==> src/core/urxsf_pkg.sv <==
// Constants for the receiver status flag block.
// Assumes a single bus clock and a plain register port.
package urxsf_pkg;
  localparam logic [1:0] ADDR_STATUS    = 2'h0;
  localparam logic [1:0] ADDR_EXTRA     = 2'h1;
  localparam logic [1:0] ADDR_DATA      = 2'h2;
  localparam logic [1:0] ADDR_CTRL      = 2'h3;
  localparam int         BIT_RX_FULL    = 5;
  localparam int         BIT_IDLE       = 4;
  localparam int         BIT_OVERRUN    = 3;
  localparam int         BIT_NOISE      = 2;
  localparam int         BIT_FRAMING    = 1;
  localparam int         BIT_PARITY     = 0;
  localparam int         BIT_LONG_BRK   = 2;
  localparam int         BIT_ACTIVE     = 0;
  localparam int         CTRL_NINTH     = 0;
  localparam int         CTRL_PAR_EN    = 1;
  localparam int         CTRL_PAR_ODD   = 2;
  localparam int         CTRL_IDLE_STOP = 3;
  localparam logic [7:0] RESET_BYTE     = 8'h00;
  localparam int         SAMPLES_BIT    = 16;
  localparam int         CHAR_BITS      = 10;
  localparam int         CHAR_BITS_9    = 11;
  localparam int         BRK_BITS       = 10;
  localparam int         BRK_BITS_9     = 11;
  localparam int         BRK_BITS_L     = 13;
  localparam int         BRK_BITS_L9    = 14;
  localparam int         BAUD_DIV_RESET = 13;
  typedef enum logic [1:0] {URXSF_IDLE, URXSF_START, URXSF_DATA, URXSF_STOP} urxsf_state_t;
endpackage : urxsf_pkg

==> src/core/urxsf_top.sv <==
// Receiver with status flags, clear sequence, idle detection and break length select.
// Assumes rx pin is asynchronous; sample tick is bus clock divided by a divider input.
// Behaviour
// Idle flag sets after high line for 10 bit times, 11 in nine-bit mode.
// Idle-after-stop 0: idle counting starts right after the start bit.
// Idle-after-stop 1: idle counting starts only after the stop bit.
// Idle flag clears on status read with flag set, then data read.
// Once cleared, idle flag waits for a new character with full flag set.
// Idle flag raises only once per idle period.
// Overrun sets when new character finds buffer full; new character discarded.
// Overrun clears on status read with flag set, then data read.
// Seven samples in start bit, three in each data and stop bit.
// Any disagreeing sample sets noise flag with the full flag.
// Noise flag clears on status read then data read.
// Framing error sets with full flag when stop bit samples as 0.
// Framing flag clears on status read with flag set, then data read.
// With parity enabled, parity mismatch sets parity flag with full flag.
// Parity flag clears on status read then data read.
// Long break select picks 10/11 or 13/14 bit break length.
// Framing detection does not depend on long break select.
// Active flag sets on valid start bit, clears on idle detection.
// Full flag and error flags update when character moves to buffer.
// All flags are zero after reset.
`timescale 1ns/1ps
`default_nettype none
module urxsf_top #(
  parameter int DIV_W = 8
) (
  input  wire logic             i_clk,
  input  wire logic             i_arst_n,
  input  wire logic             i_rx,
  input  wire logic [DIV_W-1:0] i_baud_div,
  input  wire logic [1:0]       i_addr,
  input  wire logic [7:0]       i_wdata,
  input  wire logic             i_wr,
  input  wire logic             i_rd,
  output logic      [7:0]       o_rdata,
  output logic                  o_break_det
);
  logic                    rx_meta_q;
  logic                    rx_sync_q;
  logic [DIV_W-1:0]        div_q;
  logic                    tick;
  logic [3:0]              ph_q;
  logic [3:0]              bit_q;
  logic [2:0]              vote_q;
  logic [2:0]              cnt_q;
  logic                    noisy_q;
  logic                    par_q;
  logic [8:0]              shift_q;
  urxsf_pkg::urxsf_state_t st_q;
  logic [7:0]              data_q;
  logic                    ninth_q;
  logic [3:0]              ctrl_q;
  logic                    long_brk_q;
  logic                    full_q;
  logic                    idle_q;
  logic                    ovr_q;
  logic                    noise_q;
  logic                    fe_q;
  logic                    pf_q;
  logic                    act_q;
  logic                    armed_q;
  logic                    idle_run_q;
  logic [3:0]              idle_cnt_q;
  logic [3:0]              brk_cnt_q;
  logic                    stat_seen_q;
  logic                    done;
  logic                    load;
  logic                    idle_hit;
  logic                    samp;
  logic                    maj;
  logic                    bit_end;
  logic [3:0]              nbits;
  logic [3:0]              char_len;
  logic [3:0]              brk_len;
  logic                    clr_seq;
  logic                    stop_ok;
  logic                    par_bad;
  logic                    cur_noise;
  logic [7:0]              status_byte;

  // Synchroniser for the receive pin
  always_ff @(posedge i_clk or negedge i_arst_n) begin
    if (!i_arst_n) begin
      rx_meta_q <= 1'b1;
      rx_sync_q <= 1'b1;
    end else begin
      rx_meta_q <= i_rx;
      rx_sync_q <= rx_meta_q;
    end
  end

  // Sample tick at sixteen per bit
  assign tick = (div_q == '0);
  always_ff @(posedge i_clk or negedge i_arst_n) begin
    if (!i_arst_n) begin
      div_q <= DIV_W'(urxsf_pkg::BAUD_DIV_RESET);
    end else if (tick) begin
      div_q <= i_baud_div;
    end else begin
      div_q <= div_q - 1'b1;
    end
  end

  assign nbits    = ctrl_q[urxsf_pkg::CTRL_NINTH] ? 4'h9 : 4'h8;
  assign char_len = ctrl_q[urxsf_pkg::CTRL_NINTH] ? 4'(urxsf_pkg::CHAR_BITS_9) : 4'(urxsf_pkg::CHAR_BITS);
  assign brk_len  = long_brk_q ? (ctrl_q[urxsf_pkg::CTRL_NINTH] ? 4'(urxsf_pkg::BRK_BITS_L9) : 4'(urxsf_pkg::BRK_BITS_L))
                               : (ctrl_q[urxsf_pkg::CTRL_NINTH] ? 4'(urxsf_pkg::BRK_BITS_9) : 4'(urxsf_pkg::BRK_BITS));
  assign bit_end  = tick && (ph_q == 4'hF);
  // Samples at phases 7, 8, 9 of each bit; start bit also at 3, 5, 10, 11
  assign samp = tick && ((ph_q == 4'h7) || (ph_q == 4'h8) || (ph_q == 4'h9) ||
                ((st_q == urxsf_pkg::URXSF_START) && ((ph_q == 4'h3) || (ph_q == 4'h5) ||
                (ph_q == 4'hA) || (ph_q == 4'hB))));
  assign maj = (st_q == urxsf_pkg::URXSF_START) ? (cnt_q >= 3'h4) : (cnt_q >= 3'h2);
  // Noise if the bit's samples are not unanimous
  assign cur_noise = (st_q == urxsf_pkg::URXSF_START) ? ((cnt_q != 3'h0) && (cnt_q != 3'h7))
                                           : ((cnt_q != 3'h0) && (cnt_q != 3'h3));
  assign stop_ok = maj;
  assign par_bad = ctrl_q[urxsf_pkg::CTRL_PAR_EN] &&
                   (((ctrl_q[urxsf_pkg::CTRL_NINTH] ? ^shift_q[7:0] : ^shift_q[7:1]) ^ par_q)
                    != ctrl_q[urxsf_pkg::CTRL_PAR_ODD]);
  assign done = (st_q == urxsf_pkg::URXSF_STOP) && bit_end;
  // Character moves to the buffer unless the buffer is still unread
  assign load     = done && !(full_q && !clr_seq);
  assign idle_hit = (idle_cnt_q == char_len) && !idle_run_q;

  // Receive state machine
  always_ff @(posedge i_clk or negedge i_arst_n) begin
    if (!i_arst_n) begin
      st_q    <= urxsf_pkg::URXSF_IDLE;
      ph_q    <= 4'h0;
      bit_q   <= 4'h0;
      cnt_q   <= 3'h0;
      noisy_q <= 1'b0;
      par_q   <= 1'b0;
      shift_q <= 9'h000;
      vote_q  <= 3'h0;
    end else begin
      if (tick) begin
        ph_q <= ph_q + 4'h1;
      end
      if (samp) begin
        cnt_q <= cnt_q + {2'b00, rx_sync_q};
      end
      case (st_q)
        urxsf_pkg::URXSF_IDLE: begin
          if (!rx_sync_q) begin
            st_q    <= urxsf_pkg::URXSF_START;
            ph_q    <= 4'h0;
            cnt_q   <= 3'h0;
            noisy_q <= 1'b0;
            par_q   <= 1'b0;
          end
        end
        urxsf_pkg::URXSF_START: begin
          if (tick && ph_q == 4'hB && (cnt_q + {2'b00, rx_sync_q}) >= 3'h4) begin
            st_q <= urxsf_pkg::URXSF_IDLE;
          end else if (bit_end) begin
            noisy_q <= cur_noise;
            cnt_q   <= 3'h0;
            bit_q   <= 4'h0;
            st_q    <= urxsf_pkg::URXSF_DATA;
          end
        end
        urxsf_pkg::URXSF_DATA: begin
          if (bit_end) begin
            noisy_q <= noisy_q | cur_noise;
            cnt_q   <= 3'h0;
            shift_q <= {maj, shift_q[8:1]};
            if (ctrl_q[urxsf_pkg::CTRL_PAR_EN] && bit_q == nbits - 4'h1) begin
              par_q <= maj;
            end
            bit_q <= bit_q + 4'h1;
            if (bit_q == nbits - 4'h1) begin
              st_q <= urxsf_pkg::URXSF_STOP;
            end
          end
        end
        urxsf_pkg::URXSF_STOP: begin
          if (bit_end) begin
            vote_q <= {stop_ok, cur_noise, par_bad};
            st_q   <= urxsf_pkg::URXSF_IDLE;
          end
        end
        default: st_q <= urxsf_pkg::URXSF_IDLE;
      endcase
    end
  end

  // Clear sequence: status read arms, data read clears
  assign clr_seq = i_rd && (i_addr == urxsf_pkg::ADDR_DATA) && stat_seen_q;
  always_ff @(posedge i_clk or negedge i_arst_n) begin
    if (!i_arst_n) begin
      stat_seen_q <= 1'b0;
    end else if (i_rd && i_addr == urxsf_pkg::ADDR_STATUS) begin
      stat_seen_q <= full_q | idle_q | ovr_q | noise_q | fe_q | pf_q;
    end else if (clr_seq) begin
      stat_seen_q <= 1'b0;
    end
  end

  // Overrun flag; a clearing data read in the same cycle wins, so no overrun sets and the character loads
  always_ff @(posedge i_clk or negedge i_arst_n) begin
    if (!i_arst_n) begin
      ovr_q <= 1'b0;
    end else if (done && full_q && !clr_seq) begin
      ovr_q <= 1'b1;
    end else if (clr_seq) begin
      ovr_q <= 1'b0;
    end
  end

  // Receive-full flag
  always_ff @(posedge i_clk or negedge i_arst_n) begin
    if (!i_arst_n) begin
      full_q <= 1'b0;
    end else if (load) begin
      full_q <= 1'b1;
    end else if (clr_seq) begin
      full_q <= 1'b0;
    end
  end

  // Receive data buffer
  always_ff @(posedge i_clk or negedge i_arst_n) begin
    if (!i_arst_n) begin
      data_q  <= urxsf_pkg::RESET_BYTE;
      ninth_q <= 1'b0;
    end else if (load) begin
      data_q  <= ctrl_q[urxsf_pkg::CTRL_NINTH] ? shift_q[7:0] : shift_q[8:1];
      ninth_q <= shift_q[8];
    end
  end

  // Error flags, updated with the buffer
  always_ff @(posedge i_clk or negedge i_arst_n) begin
    if (!i_arst_n) begin
      noise_q <= 1'b0;
      fe_q    <= 1'b0;
      pf_q    <= 1'b0;
    end else if (load) begin
      noise_q <= noisy_q | cur_noise;
      fe_q    <= !stop_ok;
      pf_q    <= par_bad;
    end else if (clr_seq) begin
      noise_q <= 1'b0;
      fe_q    <= 1'b0;
      pf_q    <= 1'b0;
    end
  end

  // Receiver active flag
  always_ff @(posedge i_clk or negedge i_arst_n) begin
    if (!i_arst_n) begin
      act_q <= 1'b0;
    end else if (idle_hit) begin
      act_q <= 1'b0;
    end else if (st_q == urxsf_pkg::URXSF_START && bit_end) begin
      act_q <= 1'b1;
    end
  end

  // Idle detection armed by a received character
  always_ff @(posedge i_clk or negedge i_arst_n) begin
    if (!i_arst_n) begin
      armed_q <= 1'b0;
    end else if (idle_hit && armed_q) begin
      armed_q <= 1'b0;
    end else if (load) begin
      armed_q <= 1'b1;
    end
  end

  // One idle event per idle period
  always_ff @(posedge i_clk or negedge i_arst_n) begin
    if (!i_arst_n) begin
      idle_run_q <= 1'b0;
    end else if (idle_hit) begin
      idle_run_q <= 1'b1;
    end else if (!rx_sync_q || (st_q == urxsf_pkg::URXSF_START)) begin
      idle_run_q <= 1'b0;
    end
  end

  // Idle bit time counter
  always_ff @(posedge i_clk or negedge i_arst_n) begin
    if (!i_arst_n) begin
      idle_cnt_q <= 4'h0;
    end else if (!rx_sync_q || (st_q == urxsf_pkg::URXSF_START)) begin
      idle_cnt_q <= 4'h0;
    end else if (ctrl_q[urxsf_pkg::CTRL_IDLE_STOP] && st_q != urxsf_pkg::URXSF_IDLE) begin
      idle_cnt_q <= 4'h0;
    end else if (bit_end && idle_cnt_q != char_len) begin
      idle_cnt_q <= idle_cnt_q + 4'h1;
    end
  end

  // Idle line flag
  always_ff @(posedge i_clk or negedge i_arst_n) begin
    if (!i_arst_n) begin
      idle_q <= 1'b0;
    end else if (idle_hit && armed_q) begin
      idle_q <= 1'b1;
    end else if (clr_seq) begin
      idle_q <= 1'b0;
    end
  end

  // Break length counter
  always_ff @(posedge i_clk or negedge i_arst_n) begin
    if (!i_arst_n) begin
      brk_cnt_q <= 4'h0;
    end else if (rx_sync_q) begin
      brk_cnt_q <= 4'h0;
    end else if (bit_end && brk_cnt_q != brk_len) begin
      brk_cnt_q <= brk_cnt_q + 4'h1;
    end
  end

  // Break detect: low for the selected break length
  always_ff @(posedge i_clk or negedge i_arst_n) begin
    if (!i_arst_n) begin
      o_break_det <= 1'b0;
    end else if (rx_sync_q) begin
      o_break_det <= 1'b0;
    end else if (brk_cnt_q == brk_len) begin
      o_break_det <= 1'b1;
    end
  end

  // Control registers
  always_ff @(posedge i_clk or negedge i_arst_n) begin
    if (!i_arst_n) begin
      ctrl_q     <= 4'h0;
      long_brk_q <= 1'b0;
    end else if (i_wr) begin
      if (i_addr == urxsf_pkg::ADDR_CTRL) begin
        ctrl_q <= i_wdata[3:0];
      end
      if (i_addr == urxsf_pkg::ADDR_EXTRA) begin
        long_brk_q <= i_wdata[urxsf_pkg::BIT_LONG_BRK];
      end
    end
  end

  assign status_byte = {2'b00, full_q, idle_q, ovr_q, noise_q, fe_q, pf_q};

  // Read data, one cycle after the strobe
  always_ff @(posedge i_clk or negedge i_arst_n) begin
    if (!i_arst_n) begin
      o_rdata <= 8'h00;
    end else if (i_rd) begin
      case (i_addr)
        urxsf_pkg::ADDR_STATUS: begin
          o_rdata <= status_byte;
        end
        urxsf_pkg::ADDR_EXTRA: begin
          o_rdata <= {5'h00, long_brk_q, 1'b0, act_q};
        end
        urxsf_pkg::ADDR_DATA: begin
          o_rdata <= data_q;
        end
        urxsf_pkg::ADDR_CTRL: begin
          o_rdata <= {3'h0, ninth_q, ctrl_q};
        end
        default: begin
          o_rdata <= 8'h00;
        end
      endcase
    end else begin
      o_rdata <= 8'h00;
    end
  end
endmodule : urxsf_top
`default_nettype wire

==> config.mk <==
export PLATFORM = sky130hd
export DESIGN_NAME = urxsf_top
export DESIGN_NICKNAME = d
export VERILOG_FILES = /design/src/core/urxsf_pkg.sv /design/src/core/urxsf_top.sv
export SDC_FILE = /design/constraint.sdc
export NUM_CORES = 1
export LEC_CHECK = 0
export ABC_AREA = 1
export BUFFER_PORTS_ARGS = -buffer_cell sky130_fd_sc_hd__buf_2
export CAP_MARGIN = 0
export CORE_MARGIN = 3
export CORE_UTILIZATION = 40
export DETAILED_ROUTE_END_ITERATION = 8
export GPL_TIMING_DRIVEN = 0
export PLACE_DENSITY = 0.6
export SLEW_MARGIN = 20
export SYNTH_ARGS = -nofsm -noshare
export SYNTH_HDL_FRONTEND = slang
export SYNTH_SLANG_ARGS = --single-unit
==> constraint.sdc <==
create_clock -name i_clk -period 1.8 [get_ports i_clk]
set_input_delay 0 -clock i_clk [delete_from_list [all_inputs] [get_ports i_clk]]
set_output_delay 0 -clock i_clk [all_outputs]
set_load 0.005 [all_outputs]
==> metrics <==
status completed; fin crit share a little over nine tenths; fmax about 580 MHz; IO Pins 32; drc violations 0; CTS Root Cell clkbuf_8; crit start category flop; count leader, synth nand2_1; net count after synthesis roughly 540; DP Cell Count roughly 650; DIE AREA around 11000 µm²; share of the synthesized area in the top cell type 43.5%; area grow syn2layout 23.8%; Synth top cells by count nand2_1, inv_1, dfrtp_1; CP Max Fanout 6; fraction of registers with async set or reset after synthesis between 90% and 100%; Post-synth EDFFs 0; Tmin final about 1.7 ns; clock skew between 0.01 and 0.015 ns; DR vias 3440; ys flop type dfrtp_1; Power per Cell Area between 800 and 900 nW/µm²; initial antenna violation count 0; CP Data Required Time around 2 ns; crit-path cells nor2_2, nand2_4, nor2_8, nand2_4, nor2_4, buf_8, nand3_4, clkbuf_16, nand2_1, o21ai_2; Ys Warns 0; total wire length between 8000 and 9000 µm; reg-to-reg slack, setup slightly below 0.07 ns; kind of critical path reg -> reg; Antenna Cells 0; Worst Hold Depth 3; Layout Nets a little over 600; Slew Viols, Final 0; Hold Path Class in -> reg; vias in the first global route 3179; WL/cell between 10 and 15 µm; WHS between 0.07 and 0.08 ns; Critical-path top delay cell dfrtp_1; GRT overflow 0; drt via density about 4.9; clk_lat worst skew 0.35 ns; slowest stage delay, CP approximately 0.42 ns; Worst setup EP type flop; Reg2Reg Launch Point div_q[6]; Initial Utilization a little over two fifths; Clk pin slew, worst setup/hold paths approximately 0.090 ns; Site Rows 35; Storage cell area between 1500 and 2000 µm²; final hold vios 0; Worst-Margin Slew between 0.3 and 0.4 ns; HPWL after DPL about 6100 µm; Yosys cell types 38; top cells by area, synth dfrtp_1, nand2_1, inv_1; share of post-route cells with drive strength above 1 between 10% and 20%; most used cell, CP nand2_4; Die W 106 µm; Layout Cells excl Fill roughly 700; Port Buffers 27; sequential fraction of the synthesis area 46.8%; CTS tree done; first-pass GRT wire length approximately 14000 µm; Max Root-Sink Buffers 2; CTS buffer count 9; Avg Inst Size Synth just over 8 µm²; Die Span Y approximately 110 µm; worst reg2reg path endpoint data_q[6]; Core Footprint between 9000 and 10000 µm²; multi-input logic area about 1900 µm²; synthesized area slightly above 4000 µm²; DR iter-0 viols about 140; Routed Antenna Nets 0; Reg2Reg Depth 10; Leakage approximately 2.5 nW; Cells after Synth a little under 500; Max VDD drop a little under 0.5 mV; Fillers 909; final setup violating endpoints 0; GRT Total Usage between 10% and 20%; CTS sink cnt 75; Max Cap Violations 0; Hold EP ctrl_q[1]; largest net degree at the start of global routing 53; leading area contributor after synthesis dfrtp_1; crit path DAT 1.97 ns; Critical path origin div_q[6]; Yosys reg bits between 70 and 80; H-tree depth 3; relative slew slack 73.3%; routability congestion estimate from global placement around 0.80; DRT Pass-1 Iters 4; hold path startpoint i_wr
-- worst max-delay path by stage --
stage                   endpoint  slack (ns)  cells after the start
CTS                    data_q[2]        0.02                     11
global placement      shift_q[8]       -0.16                      6
global route           data_q[6]       -0.01                     10
finish                 data_q[6]        0.07                     10
detailed placement    shift_q[8]       -0.15                      6
floorplan           brk_cnt_q[0]        0.16                      8
-- power by group --
group          internal [mW]  switching, mW
registers               1.87          0.130
logic                  0.330          0.435
clock network          0.532          0.710
-- cell families after synthesis --
logic type      synth area share, %
xor+xnor                       2.18
buf+inv                        8.09
simple gates                   23.4
compound gates                 14.3
fa+ha+maj                      5.29
flops                          46.8
-- critical path, delay by kind of cell, from the launching register on --
| kind | cells | cell delay, ns |
|---|---|---|
| and+or+nand+nor | 7 | 0.83 |
| buffers and inverters | 2 | 0.32 |
| AOI/OAI and AO/OA | 1 | 0.05 |
| DFF | 1 | 0.42 |
-- flip-flops by register name, indices dropped and copies added (netlist names), 3 cells and up, named ones only --
name        count
idle_cnt_q      4
bit_q           4
ph_q            4
ctrl_q          4
cnt_q           3
div_q           8
shift_q         9
brk_cnt_q       4
o_rdata         8
data_q          8
-- final cells by class --
| cell class | instances | share of cell area (%) |
|---|---|---|
| repair buffers | 63 | 10.6 |
| multi-input cells | 340 | 37.9 |
| clock buffers | 9 | 2.49 |
| plain buffers | 7 | 1.33 |
| inverters | 71 | 5.40 |
| well taps | 129 | 3.24 |
| flip-flops and latches | 75 | 37.9 |
| clock inverters | 7 | 1.26 |
-- cell usage in the layout (no fill, tap or decap), types with 4 or more instances in the layout --
cell type and instances:
dfstp_2 5, nand4_1 9, dlygate4sd3_1 18, nor2_1 41, nor3_1 5, buf_4 15
dfrtp_1 68, clkbuf_8 9, ha_1 13, inv_1 68, nand2_1 118, nand3_1 22
buf_2 27, xor2_1 8, a21oi_1 19, o21ai_2 9, o21ai_0 45, o21ai_1 6
nand2_2 6, inv_6 4
-- through the flow --
stage	TNS [ns]	worst slack (ns)	util, %	total power [mW]	cell area, µm²
6_report	0	0.0674	52.4	4.01	4980
5_1_grt	-0.0225	-0.0113	52.4	4.26	4980
4_1_cts	0	0.0178	49.9	3.99	4740
3_5_place_dp	-1.01	-0.146	45.8	2.70	4350
3_3_place_gp	-0.803	-0.157	45.5	2.68	4320
2_1_floorplan	0	0.159	-	2.49	4020
-- what timing repair did --
action	in CTS	in global routing
setup endpoints to repair	28	43
hold buffers	18	0
setup buffers	3	11
pin swaps	1	5
resized for setup	4	33
hold endpoints to repair	95	0
cloned	0	3
-- routing by layer --
metal / global-route usage (%) / part of all wire, % / up-vias
met5: 0 / 0 / -
met4: 4.26 / 1.1 / 0
met3: 2.91 / 4.2 / 10
met2: 25.7 / 46 / 62
met1: 21.4 / 48 / 1614
li1: - / - / 1754
(Power assumes the default switching activity.)
